### src/csf_pkg.sv
// Constants, field positions and carriers for the compute status flags.
// Assumes one core clock, an active-low asynchronous reset and result
// summaries from the compute units that are valid for one cycle each.
package csf_pkg;

  // ==========================================================================
  // Register map, byte addresses on the register port.
  localparam logic [7:0] CSF_OFS_PRI_ARITH  = 8'h00;
  localparam logic [7:0] CSF_OFS_SEC_ARITH  = 8'h04;
  localparam logic [7:0] CSF_OFS_PRI_STICKY = 8'h08;
  localparam logic [7:0] CSF_OFS_SEC_STICKY = 8'h0C;

  // ==========================================================================
  // Arithmetic status bit positions.
  localparam int CSF_A_ZERO  = 0;
  localparam int CSF_A_OVF   = 1;
  localparam int CSF_A_NEG   = 2;
  localparam int CSF_A_CARRY = 3;
  localparam int CSF_A_XSIGN = 4;
  localparam int CSF_A_INV   = 5;
  localparam int CSF_M_NEG   = 6;
  localparam int CSF_M_OVF   = 7;
  localparam int CSF_M_UNF   = 8;
  localparam int CSF_M_INV   = 9;
  localparam int CSF_A_FLT   = 10;
  localparam int CSF_S_OVF   = 11;
  localparam int CSF_S_ZERO  = 12;

  // ==========================================================================
  // Sticky status bit positions.
  localparam int CSF_A_UNF_HELD  = 0;
  localparam int CSF_A_FOVF_HELD = 1;
  localparam int CSF_A_XOVF_HELD = 2;
  localparam int CSF_A_INV_HELD  = 5;
  localparam int CSF_M_XOVF_HELD = 6;
  localparam int CSF_M_FOVF_HELD = 7;
  localparam int CSF_M_UNF_HELD  = 8;
  localparam int CSF_M_INV_HELD  = 9;
  localparam int CSF_STK_LSB     = 21;
  localparam int CSF_STK_MSB     = 26;

  // ==========================================================================
  // Writable masks and values after reset.
  localparam logic [31:0] CSF_ARITH_MASK  = 32'h0000_1FFF;
  localparam logic [31:0] CSF_STICKY_MASK = 32'h0000_03E7;
  localparam logic [31:0] CSF_ARITH_RST   = 32'h0000_0000;
  localparam logic [31:0] CSF_STICKY_RST  = 32'h0000_0000;
  localparam logic [79:0] CSF_ACC_RST     = 80'h0;

  // ==========================================================================
  // Limits: exponents are unbiased, signed, ten bits wide.
  localparam logic signed [9:0] CSF_EXP_MAX   = 10'sh07F;
  localparam logic signed [9:0] CSF_EXP_MIN   = 10'sh382;
  localparam logic [7:0]        CSF_FIELD_W   = 8'h20;
  localparam logic [5:0]        CSF_LEAD_FULL = 6'h20;
  localparam int CSF_SFRAC_TOP = 17;
  localparam int CSF_SINT_TOP  = 49;
  localparam int CSF_UFRAC_TOP = 16;
  localparam int CSF_UINT_TOP  = 48;
  localparam int CSF_UNF_TOP   = 48;

  // ==========================================================================
  // Carriers from the compute units, one per lane and cycle.
  typedef struct packed {
    logic              valid;
    logic              is_float;
    logic              sat_mode;
    logic              is_add;
    logic              is_sub;
    logic              is_f2x;
    logic              f2x_ovf;
    logic              a_nan;
    logic              b_nan;
    logic              a_inf;
    logic              b_inf;
    logic              a_sign;
    logic              b_sign;
    logic              abs_mant;
    logic              x_sign;
    logic [1:0]        res_msb2;
    logic              res_zero;
    logic              res_neg;
    logic              carry;
    logic              fp_tiny;
    logic signed [9:0] exp_unb;
  } csf_alu_op_t;

  typedef struct packed {
    logic              valid;
    logic              is_float;
    logic              is_signed;
    logic              is_frac;
    logic              to_acc;
    logic              a_nan;
    logic              b_nan;
    logic              a_inf;
    logic              b_inf;
    logic              a_zero;
    logic              b_zero;
    logic              a_denorm;
    logic              b_denorm;
    logic              res_neg;
    logic signed [9:0] exp_unb;
    logic [79:0]       acc;
  } csf_mpy_op_t;

  typedef struct packed {
    logic       valid;
    logic       res_zero;
    logic       shl_lost;
    logic       bit_op;
    logic       bit_test;
    logic [7:0] bit_pos;
    logic       extract;
    logic [7:0] ext_end;
    logic       lead_count;
    logic [5:0] lead_result;
  } csf_shf_op_t;

  // Whole state of the block, registered as one word.
  typedef struct packed {
    logic [1:0][31:0] arith;
    logic [1:0][31:0] sticky;
    logic [1:0][79:0] acc;
    logic [31:0]      rdata;
  } csf_state_t;

endpackage

### src/csf_status_flags.sv
// Status flag logic for both processing lanes: arithmetic status,
// sticky status and the multiplier result accumulator words.
// Assumes the compute units present one summary per lane per cycle and
// software reaches the registers over a simple strobe port.
//
// The register offsets and strobed register access were decided locally.
module csf_status_flags
  import csf_pkg::*;
(
  input  wire logic             core_clk,
  input  wire logic             arst_n,
  input  wire csf_alu_op_t      alu_op [2],
  input  wire csf_mpy_op_t      mpy_op [2],
  input  wire csf_shf_op_t      shf_op [2],
  input  wire logic [5:0]       stack_status,
  input  wire logic [7:0]       reg_addr,
  input  wire logic [31:0]      reg_wdata,
  input  wire logic             reg_wr,
  input  wire logic             reg_rd,
  output logic [31:0]           reg_rdata,
  output logic [1:0][31:0]      arith_status,
  output logic [1:0][31:0]      sticky_status,
  output logic [1:0][31:0]      acc_low_word,
  output logic [1:0][31:0]      acc_mid_word,
  output logic [1:0][15:0]      acc_high_word
);

  // ==========================================================================
  // Helper functions

  // True when the top n bits of the accumulator all equal its sign bit.
  function automatic logic top_uniform(input logic [79:0] a, input int n);
    logic r;
    r = 1'b1;
    for (int i = 0; i < 80; i++)
    begin
      if (i >= 80 - n && a[i] != a[79])
        r = 1'b0;
    end
    return r;
  endfunction

  // True when the top n bits of the accumulator are all zero.
  function automatic logic top_zero(input logic [79:0] a, input int n);
    logic r;
    r = 1'b1;
    for (int i = 0; i < 80; i++)
    begin
      if (i >= 80 - n && a[i])
        r = 1'b0;
    end
    return r;
  endfunction

  // ==========================================================================
  // State

  csf_state_t st;
  csf_state_t next_st;

  // ==========================================================================
  // Next-state logic. Software effects are applied first so that the
  // hardware updates of the same cycle overlay them.
  always_comb
  begin
    logic alu_inv;
    logic alu_fix_ovf;
    logic alu_flt_ovf;
    logic alu_unf;
    logic mpy_flt_ovf;
    logic mpy_fix_ovf;
    logic mpy_flt_unf;
    logic mpy_fix_unf;
    logic mpy_inv;
    logic op_zero_a;
    logic op_zero_b;
    logic shf_outside;
    logic shf_ovf;
    alu_inv     = 1'b0;
    alu_fix_ovf = 1'b0;
    alu_flt_ovf = 1'b0;
    alu_unf     = 1'b0;
    mpy_flt_ovf = 1'b0;
    mpy_fix_ovf = 1'b0;
    mpy_flt_unf = 1'b0;
    mpy_fix_unf = 1'b0;
    mpy_inv     = 1'b0;
    op_zero_a   = 1'b0;
    op_zero_b   = 1'b0;
    shf_outside = 1'b0;
    shf_ovf     = 1'b0;
    next_st       = st;
    next_st.rdata = '0;

    // Register reads answer in the next cycle only; unmapped reads are zero.
    if (reg_rd)
    begin
      case (reg_addr)
        CSF_OFS_PRI_ARITH:  next_st.rdata = st.arith[0];
        CSF_OFS_SEC_ARITH:  next_st.rdata = st.arith[1];
        CSF_OFS_PRI_STICKY: next_st.rdata = st.sticky[0];
        CSF_OFS_SEC_STICKY: next_st.rdata = st.sticky[1];
        default:            next_st.rdata = '0;
      endcase
    end

    // Software writes load the writable bits; this is also how interrupt
    // software clears a sticky bit to catch the next occurrence.
    if (reg_wr)
    begin
      case (reg_addr)
        CSF_OFS_PRI_ARITH:  next_st.arith[0] = reg_wdata & CSF_ARITH_MASK;
        CSF_OFS_SEC_ARITH:  next_st.arith[1] = reg_wdata & CSF_ARITH_MASK;
        CSF_OFS_PRI_STICKY: next_st.sticky[0] = reg_wdata & CSF_STICKY_MASK;
        CSF_OFS_SEC_STICKY: next_st.sticky[1] = reg_wdata & CSF_STICKY_MASK;
        default:            next_st.rdata = next_st.rdata;
      endcase
    end

    // Each lane has its own pair of registers and its own compute events.
    for (int l = 0; l < 2; l++)
    begin
      // ALU events: flags are rewritten, stickies only ever set.
      if (alu_op[l].valid)
      begin
        alu_inv = alu_op[l].a_nan || alu_op[l].b_nan
          || (alu_op[l].is_add && alu_op[l].a_inf && alu_op[l].b_inf
              && (alu_op[l].a_sign != alu_op[l].b_sign))
          || (alu_op[l].is_sub && alu_op[l].a_inf && alu_op[l].b_inf
              && (alu_op[l].a_sign == alu_op[l].b_sign))
          || (alu_op[l].is_f2x && !alu_op[l].sat_mode
              && (alu_op[l].f2x_ovf || alu_op[l].a_inf));
        alu_fix_ovf = !alu_op[l].is_float
          && (alu_op[l].res_msb2[1] ^ alu_op[l].res_msb2[0]);
        alu_flt_ovf = alu_op[l].is_float
          && (alu_op[l].exp_unb > CSF_EXP_MAX);
        alu_unf = alu_op[l].is_float && alu_op[l].fp_tiny;
        next_st.arith[l][CSF_A_ZERO] = alu_op[l].res_zero
          || alu_unf;
        next_st.arith[l][CSF_A_OVF] = alu_fix_ovf || alu_flt_ovf;
        next_st.arith[l][CSF_A_NEG] = alu_op[l].res_neg;
        next_st.arith[l][CSF_A_CARRY] = !alu_op[l].is_float && alu_op[l].carry;
        next_st.arith[l][CSF_A_XSIGN] = alu_op[l].abs_mant && alu_op[l].x_sign;
        next_st.arith[l][CSF_A_INV] = alu_inv;
        next_st.arith[l][CSF_A_FLT] = alu_op[l].is_float;
        if (alu_unf)
          next_st.sticky[l][CSF_A_UNF_HELD] = 1'b1;
        if (alu_flt_ovf)
          next_st.sticky[l][CSF_A_FOVF_HELD] = 1'b1;
        if (alu_fix_ovf)
          next_st.sticky[l][CSF_A_XOVF_HELD] = 1'b1;
        if (alu_inv)
          next_st.sticky[l][CSF_A_INV_HELD] = 1'b1;
      end

      // Multiplier events.
      if (mpy_op[l].valid)
      begin
        // Cleared per lane, so one lane's result never leaks into the other.
        mpy_flt_ovf = 1'b0;
        mpy_fix_ovf = 1'b0;
        mpy_flt_unf = 1'b0;
        mpy_fix_unf = 1'b0;
        mpy_inv     = 1'b0;
        // Denormal operands behave as zeros, so they cannot underflow.
        op_zero_a = mpy_op[l].a_zero || mpy_op[l].a_denorm;
        op_zero_b = mpy_op[l].b_zero || mpy_op[l].b_denorm;
        if (mpy_op[l].is_float)
        begin
          mpy_flt_ovf = mpy_op[l].exp_unb > CSF_EXP_MAX;
          mpy_flt_unf = !op_zero_a && !op_zero_b
            && (mpy_op[l].exp_unb < CSF_EXP_MIN);
          mpy_inv = mpy_op[l].a_nan || mpy_op[l].b_nan
            || (mpy_op[l].a_inf && op_zero_b)
            || (op_zero_a && mpy_op[l].b_inf);
          next_st.arith[l][CSF_M_INV] = mpy_inv;
        end
        else
        begin
          if (mpy_op[l].is_signed)
            mpy_fix_ovf = mpy_op[l].is_frac
              ? !top_uniform(mpy_op[l].acc, CSF_SFRAC_TOP)
              : !top_uniform(mpy_op[l].acc, CSF_SINT_TOP);
          else
            mpy_fix_ovf = mpy_op[l].is_frac
              ? !top_zero(mpy_op[l].acc, CSF_UFRAC_TOP)
              : !top_zero(mpy_op[l].acc, CSF_UINT_TOP);
          // Integer results have no fractional bits and never underflow.
          mpy_fix_unf = mpy_op[l].is_frac && (|mpy_op[l].acc[31:0])
            && (mpy_op[l].is_signed
                ? top_uniform(mpy_op[l].acc, CSF_UNF_TOP)
                : top_zero(mpy_op[l].acc, CSF_UNF_TOP));
          // The full 80-bit result is kept, so overflow bits stay in the
          // mid and high words and underflow bits in the low word.
          if (mpy_op[l].to_acc)
            next_st.acc[l] = mpy_op[l].acc;
        end
        next_st.arith[l][CSF_M_NEG] = mpy_op[l].res_neg;
        next_st.arith[l][CSF_M_OVF] = mpy_flt_ovf || mpy_fix_ovf;
        next_st.arith[l][CSF_M_UNF] = mpy_flt_unf || mpy_fix_unf;
        if (mpy_fix_ovf)
          next_st.sticky[l][CSF_M_XOVF_HELD] = 1'b1;
        if (mpy_flt_ovf)
          next_st.sticky[l][CSF_M_FOVF_HELD] = 1'b1;
        if (mpy_flt_unf || mpy_fix_unf)
          next_st.sticky[l][CSF_M_UNF_HELD] = 1'b1;
        if (mpy_inv)
          next_st.sticky[l][CSF_M_INV_HELD] = 1'b1;
      end

      // Shifter events; there is no shifter sticky bit.
      if (shf_op[l].valid)
      begin
        // A bit test is a bit operation even when bit_op is not raised.
        shf_outside = (shf_op[l].bit_op || shf_op[l].bit_test)
          && (shf_op[l].bit_pos >= CSF_FIELD_W);
        shf_ovf = shf_op[l].shl_lost || shf_outside
          || (shf_op[l].extract && (shf_op[l].ext_end > CSF_FIELD_W))
          || (shf_op[l].lead_count
              && (shf_op[l].lead_result == CSF_LEAD_FULL));
        next_st.arith[l][CSF_S_OVF] = shf_ovf;
        next_st.arith[l][CSF_S_ZERO] = shf_op[l].res_zero
          || (shf_outside && shf_op[l].bit_test);
      end
    end

    // Stack status is read-only and only the primary lane carries it.
    next_st.sticky[0][CSF_STK_MSB:CSF_STK_LSB] = stack_status;
    next_st.sticky[1][CSF_STK_MSB:CSF_STK_LSB] = '0;
  end

  // ==========================================================================
  // State register. Stickies are held here until software clears them.
  always_ff @(posedge core_clk or negedge arst_n)
  begin
    if (!arst_n)
    begin
      st.arith  <= {CSF_ARITH_RST, CSF_ARITH_RST};
      st.sticky <= {CSF_STICKY_RST, CSF_STICKY_RST};
      st.acc    <= {CSF_ACC_RST, CSF_ACC_RST};
      st.rdata  <= '0;
    end
    else
      st <= next_st;
  end

  // ==========================================================================
  // Outputs, all taken straight from the state register.
  assign reg_rdata     = st.rdata;
  assign arith_status  = st.arith;
  assign sticky_status = st.sticky;

  // Split of the 80-bit accumulator into its three words.
  always_comb
  begin
    for (int l = 0; l < 2; l++)
    begin
      acc_low_word[l]  = st.acc[l][31:0];
      acc_mid_word[l]  = st.acc[l][63:32];
      acc_high_word[l] = st.acc[l][79:64];
    end
  end

endmodule

### config.mk
export PLATFORM = sky130hd
export DESIGN_NAME = csf_status_flags
export DESIGN_NICKNAME = d
export VERILOG_FILES = /design/src/csf_pkg.sv /design/src/csf_status_flags.sv
export SDC_FILE = /design/constraint.sdc
export NUM_CORES = 1
export LEC_CHECK = 0
export BUFFER_PORTS_ARGS = -buffer_cell sky130_fd_sc_hd__buf_2
export CAP_MARGIN = 20
export CELL_PAD_IN_SITES_DETAIL_PLACEMENT = 0
export CELL_PAD_IN_SITES_GLOBAL_PLACEMENT = 2
export CORE_AREA = 2 2 272 274
export CTS_BUF_LIST = sky130_fd_sc_hd__clkbuf_16
export CTS_CLUSTER_DIAMETER = 30
export DETAILED_ROUTE_END_ITERATION = 12
export DIE_AREA = 0 0 274 276
export PLACE_DENSITY_LB_ADDON = 0.1
export REMOVE_ABC_BUFFERS = 1
export SYNTH_ARGS = -nofsm -noshare
export SYNTH_HDL_FRONTEND = slang
export SYNTH_SLANG_ARGS = --single-unit
### constraint.sdc
create_clock -name core_clk -period 1.1 [get_ports core_clk]
set_input_delay 0.22 -clock core_clk [delete_from_list [all_inputs] [get_ports core_clk]]
set_output_delay 0.22 -clock core_clk [all_outputs]
set_load 0.005 [all_outputs]
==> Word level (Yosys, flattened, before mapping) <==
Cells that the tools add are included.
{ "totals": {"ff_bits": 240, "latch_bits": 0, "mem_bits_rw": 0, "rom_bits": 0, "out_inout_bits": 320, "wordCells": 704, "mem_count": 0} }
{ "classes": {"add_sub_neg": 0, "multipliers": 0, "div_mod_pow": 0, "magnitude_cmp": 10, "eq_ne": 105, "n_shift": 0, "muxes": 449, "bitwise_logic": 4, "reduce_logical": 123} }
{ "op_table": {"columns": ["operator", "count"], "rows": [
  ["$mux 1", 432],
  ["$mux 109", 1],
  ["$pmux 27 s4", 1],
  ["$ne 1x1->1", 98],
  ["$reduce_or 32->1", 2],
  ["$logic_and 1x1->1", 46],
  ["$gt 10x8->1 const B", 4],
  ["$logic_or 1x1->1", 38],
  ["$mux 32", 1],
  ["$mux 27", 1],
  ["$mux 13", 2],
  ["$reduce_bool 2->1", 12],
  ["$lt 10x8->1 const B", 2],
  ["$eq 8x4->1 const B", 2],
  ["$ge 8x6->1 const B", 2],
  ["$gt 8x6->1 const B", 2],
  ["$logic_not 1->1", 16],
  ["$mux 4", 4],
  ["$eq 6x6->1 const B", 2],
  ["$mux 6", 2],
  ["$reduce_and 2->1", 6],
  ["$mux 10", 1],
  ["$eq 8x3->1 const B", 1],
  ["$logic_not 8->1", 1],
  ["6 further kinds", 12]
]} }

==> Longest topological paths before layout <==
Gate-level depths: netlist (run 1).
{ "depth": {"depth_word": 59, "depth_mapped": 7, "depth_no_buf": 6} }

==> Worst setup path before layout (run 1) <==
OpenSTA, ideal clock, no wires.
{ "synth_timing": {"path_type": "input to register", "start": "input mpy_op[139] (netlist bit)", "end": "register st (netlist bit arith_status[7])", "t_arrival_ps": 1703, "t_required_ps": 968, "path_slack_ps": -735, "path_stages": 6, "n_path_buf": 0, "cell_sequence": "or4_4 > nor4_4 > nand4_1 > a211o_1 > a32oi_1 > a31oi_1"} }
{ "synth_via": {"elab_chain_len": 55, "word_cells_on_any_way": 105} }
{ "synth_rtl": {"columns": ["item", "line_no", "rtl"], "rows": [
  ["start: declaration", "csf_status_flags.sv:13", "input wire csf_mpy_op_t mpy_op [2],"],
  ["$mux 1 or $ne 1x1->1 (tied branches)", "csf_status_flags.sv:49, csf_status_flags.sv:37", null],
  ["$mux 1 (on tied branches) (44 in a row)", "csf_status_flags.sv:49, csf_status_flags.sv:37", null],
  ["$mux 1", "csf_status_flags.sv:180", "if (mpy_op[l].is_signed)"],
  ["$mux 1", "csf_status_flags.sv:168", "if (mpy_op[l].is_float)"],
  ["$mux 1", "csf_status_flags.sv:157", "if (mpy_op[l].valid)"],
  ["$logic_not 1->1 (on tied branches)", "csf_status_flags.sv:187, csf_status_flags.sv:183", null],
  ["$mux 1 (on tied branches)", "csf_status_flags.sv:186, csf_status_flags.sv:182", null],
  ["$mux 1 *", "csf_status_flags.sv:180", null],
  ["$mux 1 *", "csf_status_flags.sv:168", null],
  ["$mux 1 *", "csf_status_flags.sv:157", null],
  ["$logic_or 1x1->1 *", "csf_status_flags.sv:199", "next_st.arith[l][CSF_M_OVF] = mpy_flt_ovf || mpy_fix_ovf;"],
  ["$mux 4 *", "csf_status_flags.sv:157", null],
  ["end signal: assignment", "csf_status_flags.sv:244", "st <= next_st;"],
  ["end: declaration", "csf_status_flags.sv:58", "csf_state_t st;"]
]} }
Mark *: on every way between the ends. The rest lies on a longest branch, timed or not. The select of a mux whose other input is x is not followed.
A chain may end at the register's enable or synchronous reset.

==> Final worst setup path (run 1) <==
{ "layout_timing": {"start": "register st (netlist bit arith_status[7])", "end": "output arith_status[7] (netlist bit)"} }
{ "layout_lines": {"columns": ["item", "line_no", "rtl"], "rows": [
  ["end: declaration", "csf_status_flags.sv:21", "output logic [1:0][31:0] arith_status,"]
]} }
No word-level cell between the ends.

==> metrics.md, run 1 <==
| Metric | Value |
|---|---|
| # H-tree levels | `3` |
| Post-DRT Antenna Nets | `0` |
| Detailed-router iteration count before antenna repair | `4` |
| Cell Pwr Density | `~1700 mW/mm^2` |
| Most frequent cells in the layout | `475 x buf_2, 261 x buf_4, 218 x dfrtp_1` |
| WHS Endpoint | `sticky_status[34]$_DFF_PN0_` |
| Fin crit period | `1.52 ns` |
| Fmax | `658 MHz` |
| Worst Setup End Kind | `primary output` |
| Core ar. | `0.0726 mm^2` |
| Synthesized instance count | `906` |
| Final Cell Area | `0.0226 mm^2` |
| Synth Cell Area | `between 0.01 and 0.015 mm^2` |
| Initial Utilization | `14.9%` |
| Sequential element share of the synthesized area | `52.7%` |
| Ys Warns | `0` |
| Final Routed Wirelength | `56,300 um` |
| Area leader, netlist | `dfrtp_1` |
| Clk root buf | `clkbuf_16` |
| Routed vias | `between 10,000 and 15,000` |
| Worst reg2reg path endpoint | `reg_rdata[6]$_DFF_PN0_` |
| Die Ht | `276 um` |
| Avg Inst Size Synth | `11.9 um^2` |
| Overflow after GRT | `0` |
| DIE WIDTH | `274 um` |
| Port buffer count | `559` |
| HP Start | `alu_op[15]` |
| Dpl hpwl | `roughly 44,000 um` |
| RSZ-0062 raised after global routing | `true` |
| Slew @ Worst Pin | `0.550 ns` |
| TritonCTS sink count | `227` |
| CTS Buf Count | `87` |
| Slew Limit Headroom | `62.9%` |
| Top_reg_cell synth | `dfrtp_1` |
| Clock Skews | `between 0.03 and 0.04 ns` |
| Max Slew Vio Count | `0` |
| Number of flops mapped to enable cells by yosys | `0` |
| Worst vdd ir | `1080 uV` |
| IO Pins | `~700` |
| Die area | `0.0756 mm^2` |
| Layout cell share with drive strength beyond 1 | `57.2%` |
| Final hold vios | `0` |
| CP Data Required Time | `0.88 ns` |
| Initial antenna violation count | `13` |
| Reg2reg setup slack | `-0.20 ns` |
| Vias per cell | `approximately 3.8` |
| Cell Area, Placed | `0.0162 mm^2` |
| First-pass GRT wire length | `just over 80,000 um` |
| Tot GR Track Use | `14.5%` |
| Post-synth top area share | `52.7%` |
| Place WS | `-1.24 ns` |
| Crit path launch type | `register` |
| Core Rows | `approximately 100` |
| Worst hold path type | `input pin to register` |
| TritonCTS clock tree | `done` |
| Worst hold path depth | `4` |
| Final core utilization | `31.1%` |
| Nets@finish | `2,416` |
| DR WL/cell | `18.4 um` |
| Area contributors post-synth | `dfrtp_1 53%, mux2_2 17%, buf_4 6.5%, mux2i_1 4.3%, nor2_1 1.9%` |
| Failing checks | `negative setup slack` |
| Synthesized flop and latch total | `227` |
| Vias in the first global route | `about 13,000` |
| Final setup viols | `257` |
| Crit path max fanout | `2` |
| FF-to-FF Start | `sticky_status[6]$_DFF_PN0_` |
| Netlist cell types | `60` |
| Max Buffers Root-to-Sink | `3` |
| Clk_lat worst skew | `0.60 ns` |
| Worst setup margin | `-0.420 ns` |
| Maximum number of pins on one net before global-route repair | `47` |
| LEAKAGE | `11.0 nW` |
| Most common cell after layout, fill and taps aside | `buf_2` |
| Synthesis-to-layout area growth | `110%` |
| Cell count of the worst reg-to-reg path | `6` |
| Setup Crit Path Kind | `register to primary output` |
| Outcome | `finished, violations left` |
| Residual DRC | `0` |
| Asr flop ratio synth | `100%` |
| Fin crit share | `138%` |
| Critical Path AT | `around 1.3 ns` |
| 1st-iter DRT viols | `190` |
| Max-Cap Viols | `0` |
| RePlAce Congestion | `0.747` |
| Clock transition at path regs | `0.03 ns` |
## sequential cells by signal, summed over array words and instances (netlist names)
name and flops:
sticky_status 22, acc_mid_word 64, acc_low_word 64, reg_rdata 19, acc_high_word 32, arith_status 26
## logic make-up after synthesis
group                     count (synthesis)  synth area share [%]
AOI/OAI and AO/OA                        90                  5.54
and+or+nand+nor                         239                  11.9
xor gates and xnor gates                  4                 0.325
DFF                                     227                  52.7
buffers and inverters                   133                  7.94
other                                     1                0.0348
muxes                                   212                  21.6
## how the worst max path moves through the flow
stage	startpoint	end	slack (ns)	depth (start not counted)
after global routing	sticky_status[6]$_DFF_PN0_	sticky_status[6]	-0.48	2
final	arith_status[7]$_DFFE_PN0P_	arith_status[7]	-0.42	2
after detailed placement	mpy_op[148]	arith_status[7]$_DFFE_PN0P_	-1.24	9
after floorplan	mpy_op[206]	acc_high_word[0]$_DFFE_PN0P_	-1.99	2
after global placement	mpy_op[148]	arith_status[7]$_DFFE_PN0P_	-1.25	9
after CTS	sticky_status[6]$_DFF_PN0_	sticky_status[6]	-0.49	2
## synth_stat cells (15+ instances only)
cell	n
nor3_1	21
clkbuf_1	26
o21ai_0	22
mux2i_1	46
dfrtp_1	227
nor4_1	26
buf_4	94
nand2_1	47
a21oi_1	15
nand4_1	30
mux2_2	162
nor2_1	55
## final cells by class
cell class	count	area [um^2]
Fill cell	7767	50000
Timing Repair Buffer	1076	8070
Sequential cell	227	5690
Multi-Input combinational cell	638	5010
Clock buffer	88	2200
Tap cell	959	1200
Clock inverter	72	392
Inverter	8	30.0
Antenna cell	1	2.50
## routing by layer
| layer | vias up | wire length (um) | global-route usage [%] |
|---|---|---|---|
| met5 | - | 114 | 0 |
| met4 | 18 | 1380 | 5.02 |
| met3 | 106 | 3830 | 4.43 |
| met2 | 393 | 29600 | 26.7 |
| met1 | 5598 | 21500 | 15.5 |
| li1 | 5442 | - | - |
## worst max-delay path: stages (launching register included)
cell and delay [ns]:
dfrtp_2 0.46, buf_6 0.14, buf_6 0.11
## per-stage QoR
step           hold WS [ns]  power [mW]  std cells  setup TNS (ns)
2_1_floorplan       -0.0756        12.0        873         -305.18
3_3_place_gp         0.0944        15.8       2611          -81.54
3_5_place_dp         0.0940        15.8       2611          -81.27
4_1_cts             0.00297        38.5       3045          -68.24
5_1_grt              0.0188        40.0       3069          -70.20
6_report             0.0251        38.0       3069          -55.76
## power by group
part           internal, mW  leakage, nW  switching [mW]
Sequential             9.64         2.67           0.713
Clock                  14.2         1.37            6.63
Combinational          4.09         6.92            2.78
## what timing repair did
item                       4_1_cts  5_1_grt
hold buffers                   217        0
setup endpoints to repair      253      282
cloned                           1        0
hold endpoints to repair       422        0
resized for setup              162       76
pin swaps                       30       37
buffers inserted                58       36
Note: power is estimated with default switching activity, not from simulation.
==> run 2: changes to the inputs <==
--- a/config.mk
+++ b/config.mk
@@ -5,8 +5,8 @@
 export SDC_FILE = /design/constraint.sdc
 export NUM_CORES = 1
 export LEC_CHECK = 0
-export BUFFER_PORTS_ARGS = -buffer_cell sky130_fd_sc_hd__buf_2
-export CAP_MARGIN = 20
+export BUFFER_PORTS_ARGS = -buffer_cell sky130_fd_sc_hd__buf_4
+export CAP_MARGIN = 30
 export CELL_PAD_IN_SITES_DETAIL_PLACEMENT = 0
 export CELL_PAD_IN_SITES_GLOBAL_PLACEMENT = 2
 export CORE_AREA = 2 2 272 274
==> run 2 against run 1 <==
The run still ends with negative setup slack left. Sequential cell count did not move. Critical path depth is the same. Combinational power rose by 20%. Via count grew 0.41%. Hold slack gained 0.0041 ns. Total power increased by 9.9%. Clock power up 11%. Clock skew is 0.026 ns higher. Global-route usage rose by 0.40 points.
==> metrics.md, run 2 (synthesis results as in run 1) <==
| Metric | Value |
|---|---|
| Outcome | `finished, violations left` |
| Failing checks | `negative setup slack` |
| Clock network fraction of design power | `55.0%` |
| Maximum number of pins on one net before global-route repair | `45` |
| Worst Setup End Kind | `primary output` |
| Reg power frac | `25.3%` |
| TritonCTS sink count | `between 200 and 250` |
| Most frequent cells in the layout | `567 x buf_4, 268 x buf_6, 231 x dlygate4sd3_1` |
| Slew Limit Headroom | `between 50% and 60%` |
| First-pass GRT wire length | `~84,000 um` |
| Worst setup margin | `-0.473 ns` |
| Fmax | `~640 MHz` |
| Worst hold path depth | `4` |
| Core ar. | `between 0.07 and 0.08 mm^2` |
| Cell count of the worst reg-to-reg path | `5` |
| Layout cell share with drive strength beyond 1 | `57.3%` |
| Pwr Total | `41.8 mW` |
| Fin crit period | `1.57 ns` |
| Die area | `between 0.07 and 0.08 mm^2` |
| Tot GR Track Use | `about 15%` |
| Fin crit share | `143%` |
| Max-Cap Viols | `0` |
| Initial Utilization | `14.9%` |
| Sw Ratio | `25.9%` |
| FF-to-FF Start | `sticky_status[8]$_DFF_PN0_` |
| WHS Endpoint | `sticky_status[34]$_DFF_PN0_` |
| 1st-iter DRT viols | `279` |
| Port buffer count | `around 560` |
| Final setup viols | `262` |
| RSZ-0062 raised after global routing | `true` |
| Vias in the first global route | `13,100` |
| Max Slew Vio Count | `0` |
| Worst vdd ir | `1060 uV` |
| Final Cell Area | `0.0248 mm^2` |
| Setup Crit Path Kind | `register to primary output` |
| DIE WIDTH | `274 um` |
| Die Ht | `276 um` |
| Cell Area, Placed | `0.0176 mm^2` |
| # H-tree levels | `3` |
| P_int | `about 31 mW` |
| Clock Skews | `0.0594 ns` |
| Cell Pwr Density | `1690 mW/mm^2` |
| Crit path launch type | `register` |
| TritonCTS clock tree | `done` |
| HP Start | `alu_op[15]` |
| CTS Buf Count | `91` |
| Place WS | `-1.28 ns` |
| Final Routed Wirelength | `57,900 um` |
| DR WL/cell | `18.8 um` |
| FF/Latch Area | `0.00569 mm^2` |
| Reg2reg setup slack | `-0.11 ns` |
| Most common cell after layout, fill and taps aside | `buf_4` |
| Worst hold path type | `input pin to register` |
| Initial antenna violation count | `2` |
| Vias per cell | `3.76` |
| Area of the multi-input gates | `0.00505 mm^2` |
| Combinational Power Share | `19.7%` |
| Crit path max fanout | `3` |
| Dpl hpwl | `44,900 um` |
| Post-Route Setup TNS | `-59.69 ns` |
| Final hold vios | `0` |
| LEAKAGE | `between 10 and 15 nW` |
| FILL cells | `roughly 7,600` |
| Final core utilization | `34.2%` |
| Slew @ Worst Pin | `about 0.62 ns` |
| Residual DRC | `0` |
| Critical Path AT | `1.35 ns` |
| Clk root buf | `clkbuf_16` |
| Synthesis-to-layout area growth | `130%` |
| Max Buffers Root-to-Sink | `3` |
| IO Pins | `698` |
| Clk_lat worst skew | `0.63 ns` |
| Detailed-router iteration count before antenna repair | `4` |
| Overflow after GRT | `0` |
| Net switching power | `10.8 mW` |
| Clock transition at path regs | `0.04 ns` |
| Post-DRT Antenna Nets | `0` |
| CP Data Required Time | `~0.88 ns` |
| Routed vias | `11,600` |
| RePlAce Congestion | `0.751` |
| Nets@finish | `2,430` |
| Core Rows | `99` |
| Worst reg2reg path endpoint | `reg_rdata[8]$_DFF_PN0_` |
## run 2: cell count changes in the layout (fill, tap and decap cells not counted), sizes merged
cell / previous run / this run
dlygate4sd3: 215 / 231
buf: 861 / 853
bufinv: 0 / 5
clkbuf: 88 / 91
dlymetal6s4s: 0 / 2
inv: 38 / 36
clkinv: 42 / 41
## run 2: what timing repair did
item | 4_1_cts | 5_1_grt
hold buffers | 232 | 2
pin swaps | 31 | 26
resized for setup | 324 | 54
gates cloned | 0 | 0
endpoints found under the setup margin | 264 | 282
setup buffers | 52 | 27
endpoints found under the hold margin | 430 | 4
## run 2: stage by stage
stage,hold slack [ns],std cells
detailed placement,0.106,2611
CTS,0.00496,3060
finish,0.0292,3084
global placement,0.108,2611
floorplan,-0.0756,873
global route,0.0328,3084
## run 2: area by class of cell
class                           instances  share of cell area (%)
Inverter                                8                   0.121
Sequential cell                       227                    23.0
Clock inverter                         74                    2.33
Clock buffer                           91                    9.19
Tap cell                              959                    4.84
Multi-Input combinational cell        638                    20.4
Timing Repair Buffer                 1086                    40.2
Antenna cell                            1                  0.0101
## run 2: layer usage
metal	part of all wire [%]	global-route usage [%]
met1	37	16.0
met2	52	26.9
met3	8.0	4.93
met4	2.7	5.67
met5	0	0
## run 2: worst max-delay path by stage
stage | from | end | slack, ns | cells after the start
after global routing | arith_status[7]$_DFFE_PN0P_ | arith_status[7] | -0.51 | 2
after global placement | mpy_op[148] | arith_status[7]$_DFFE_PN0P_ | -1.29 | 9
after CTS | arith_status[7]$_DFFE_PN0P_ | arith_status[7] | -0.52 | 2
after detailed placement | mpy_op[148] | sticky_status[8]$_DFF_PN0_ | -1.28 | 8
final | arith_status[7]$_DFFE_PN0P_ | arith_status[7] | -0.47 | 2
after floorplan | mpy_op[206] | acc_high_word[0]$_DFFE_PN0P_ | -1.99 | 2
## run 2: critical path, stage by stage (launching register included)
cell and delay, ns:
dfrtp_2 0.48, buf_6 0.15, buf_6 0.10
## run 2: power groups by stage
stage | clock [mW] | combinational [mW] | sequential [mW]
6_report | 23.0 | 8.23 | 10.6
5_1_grt | 24.2 | 8.85 | 10.7
4_1_cts | 23.6 | 8.21 | 10.6
3_5_place_dp | 0 | 6.48 | 10.4
3_3_place_gp | 0 | 6.51 | 10.4
2_1_floorplan | 0 | 1.58 | 10.4
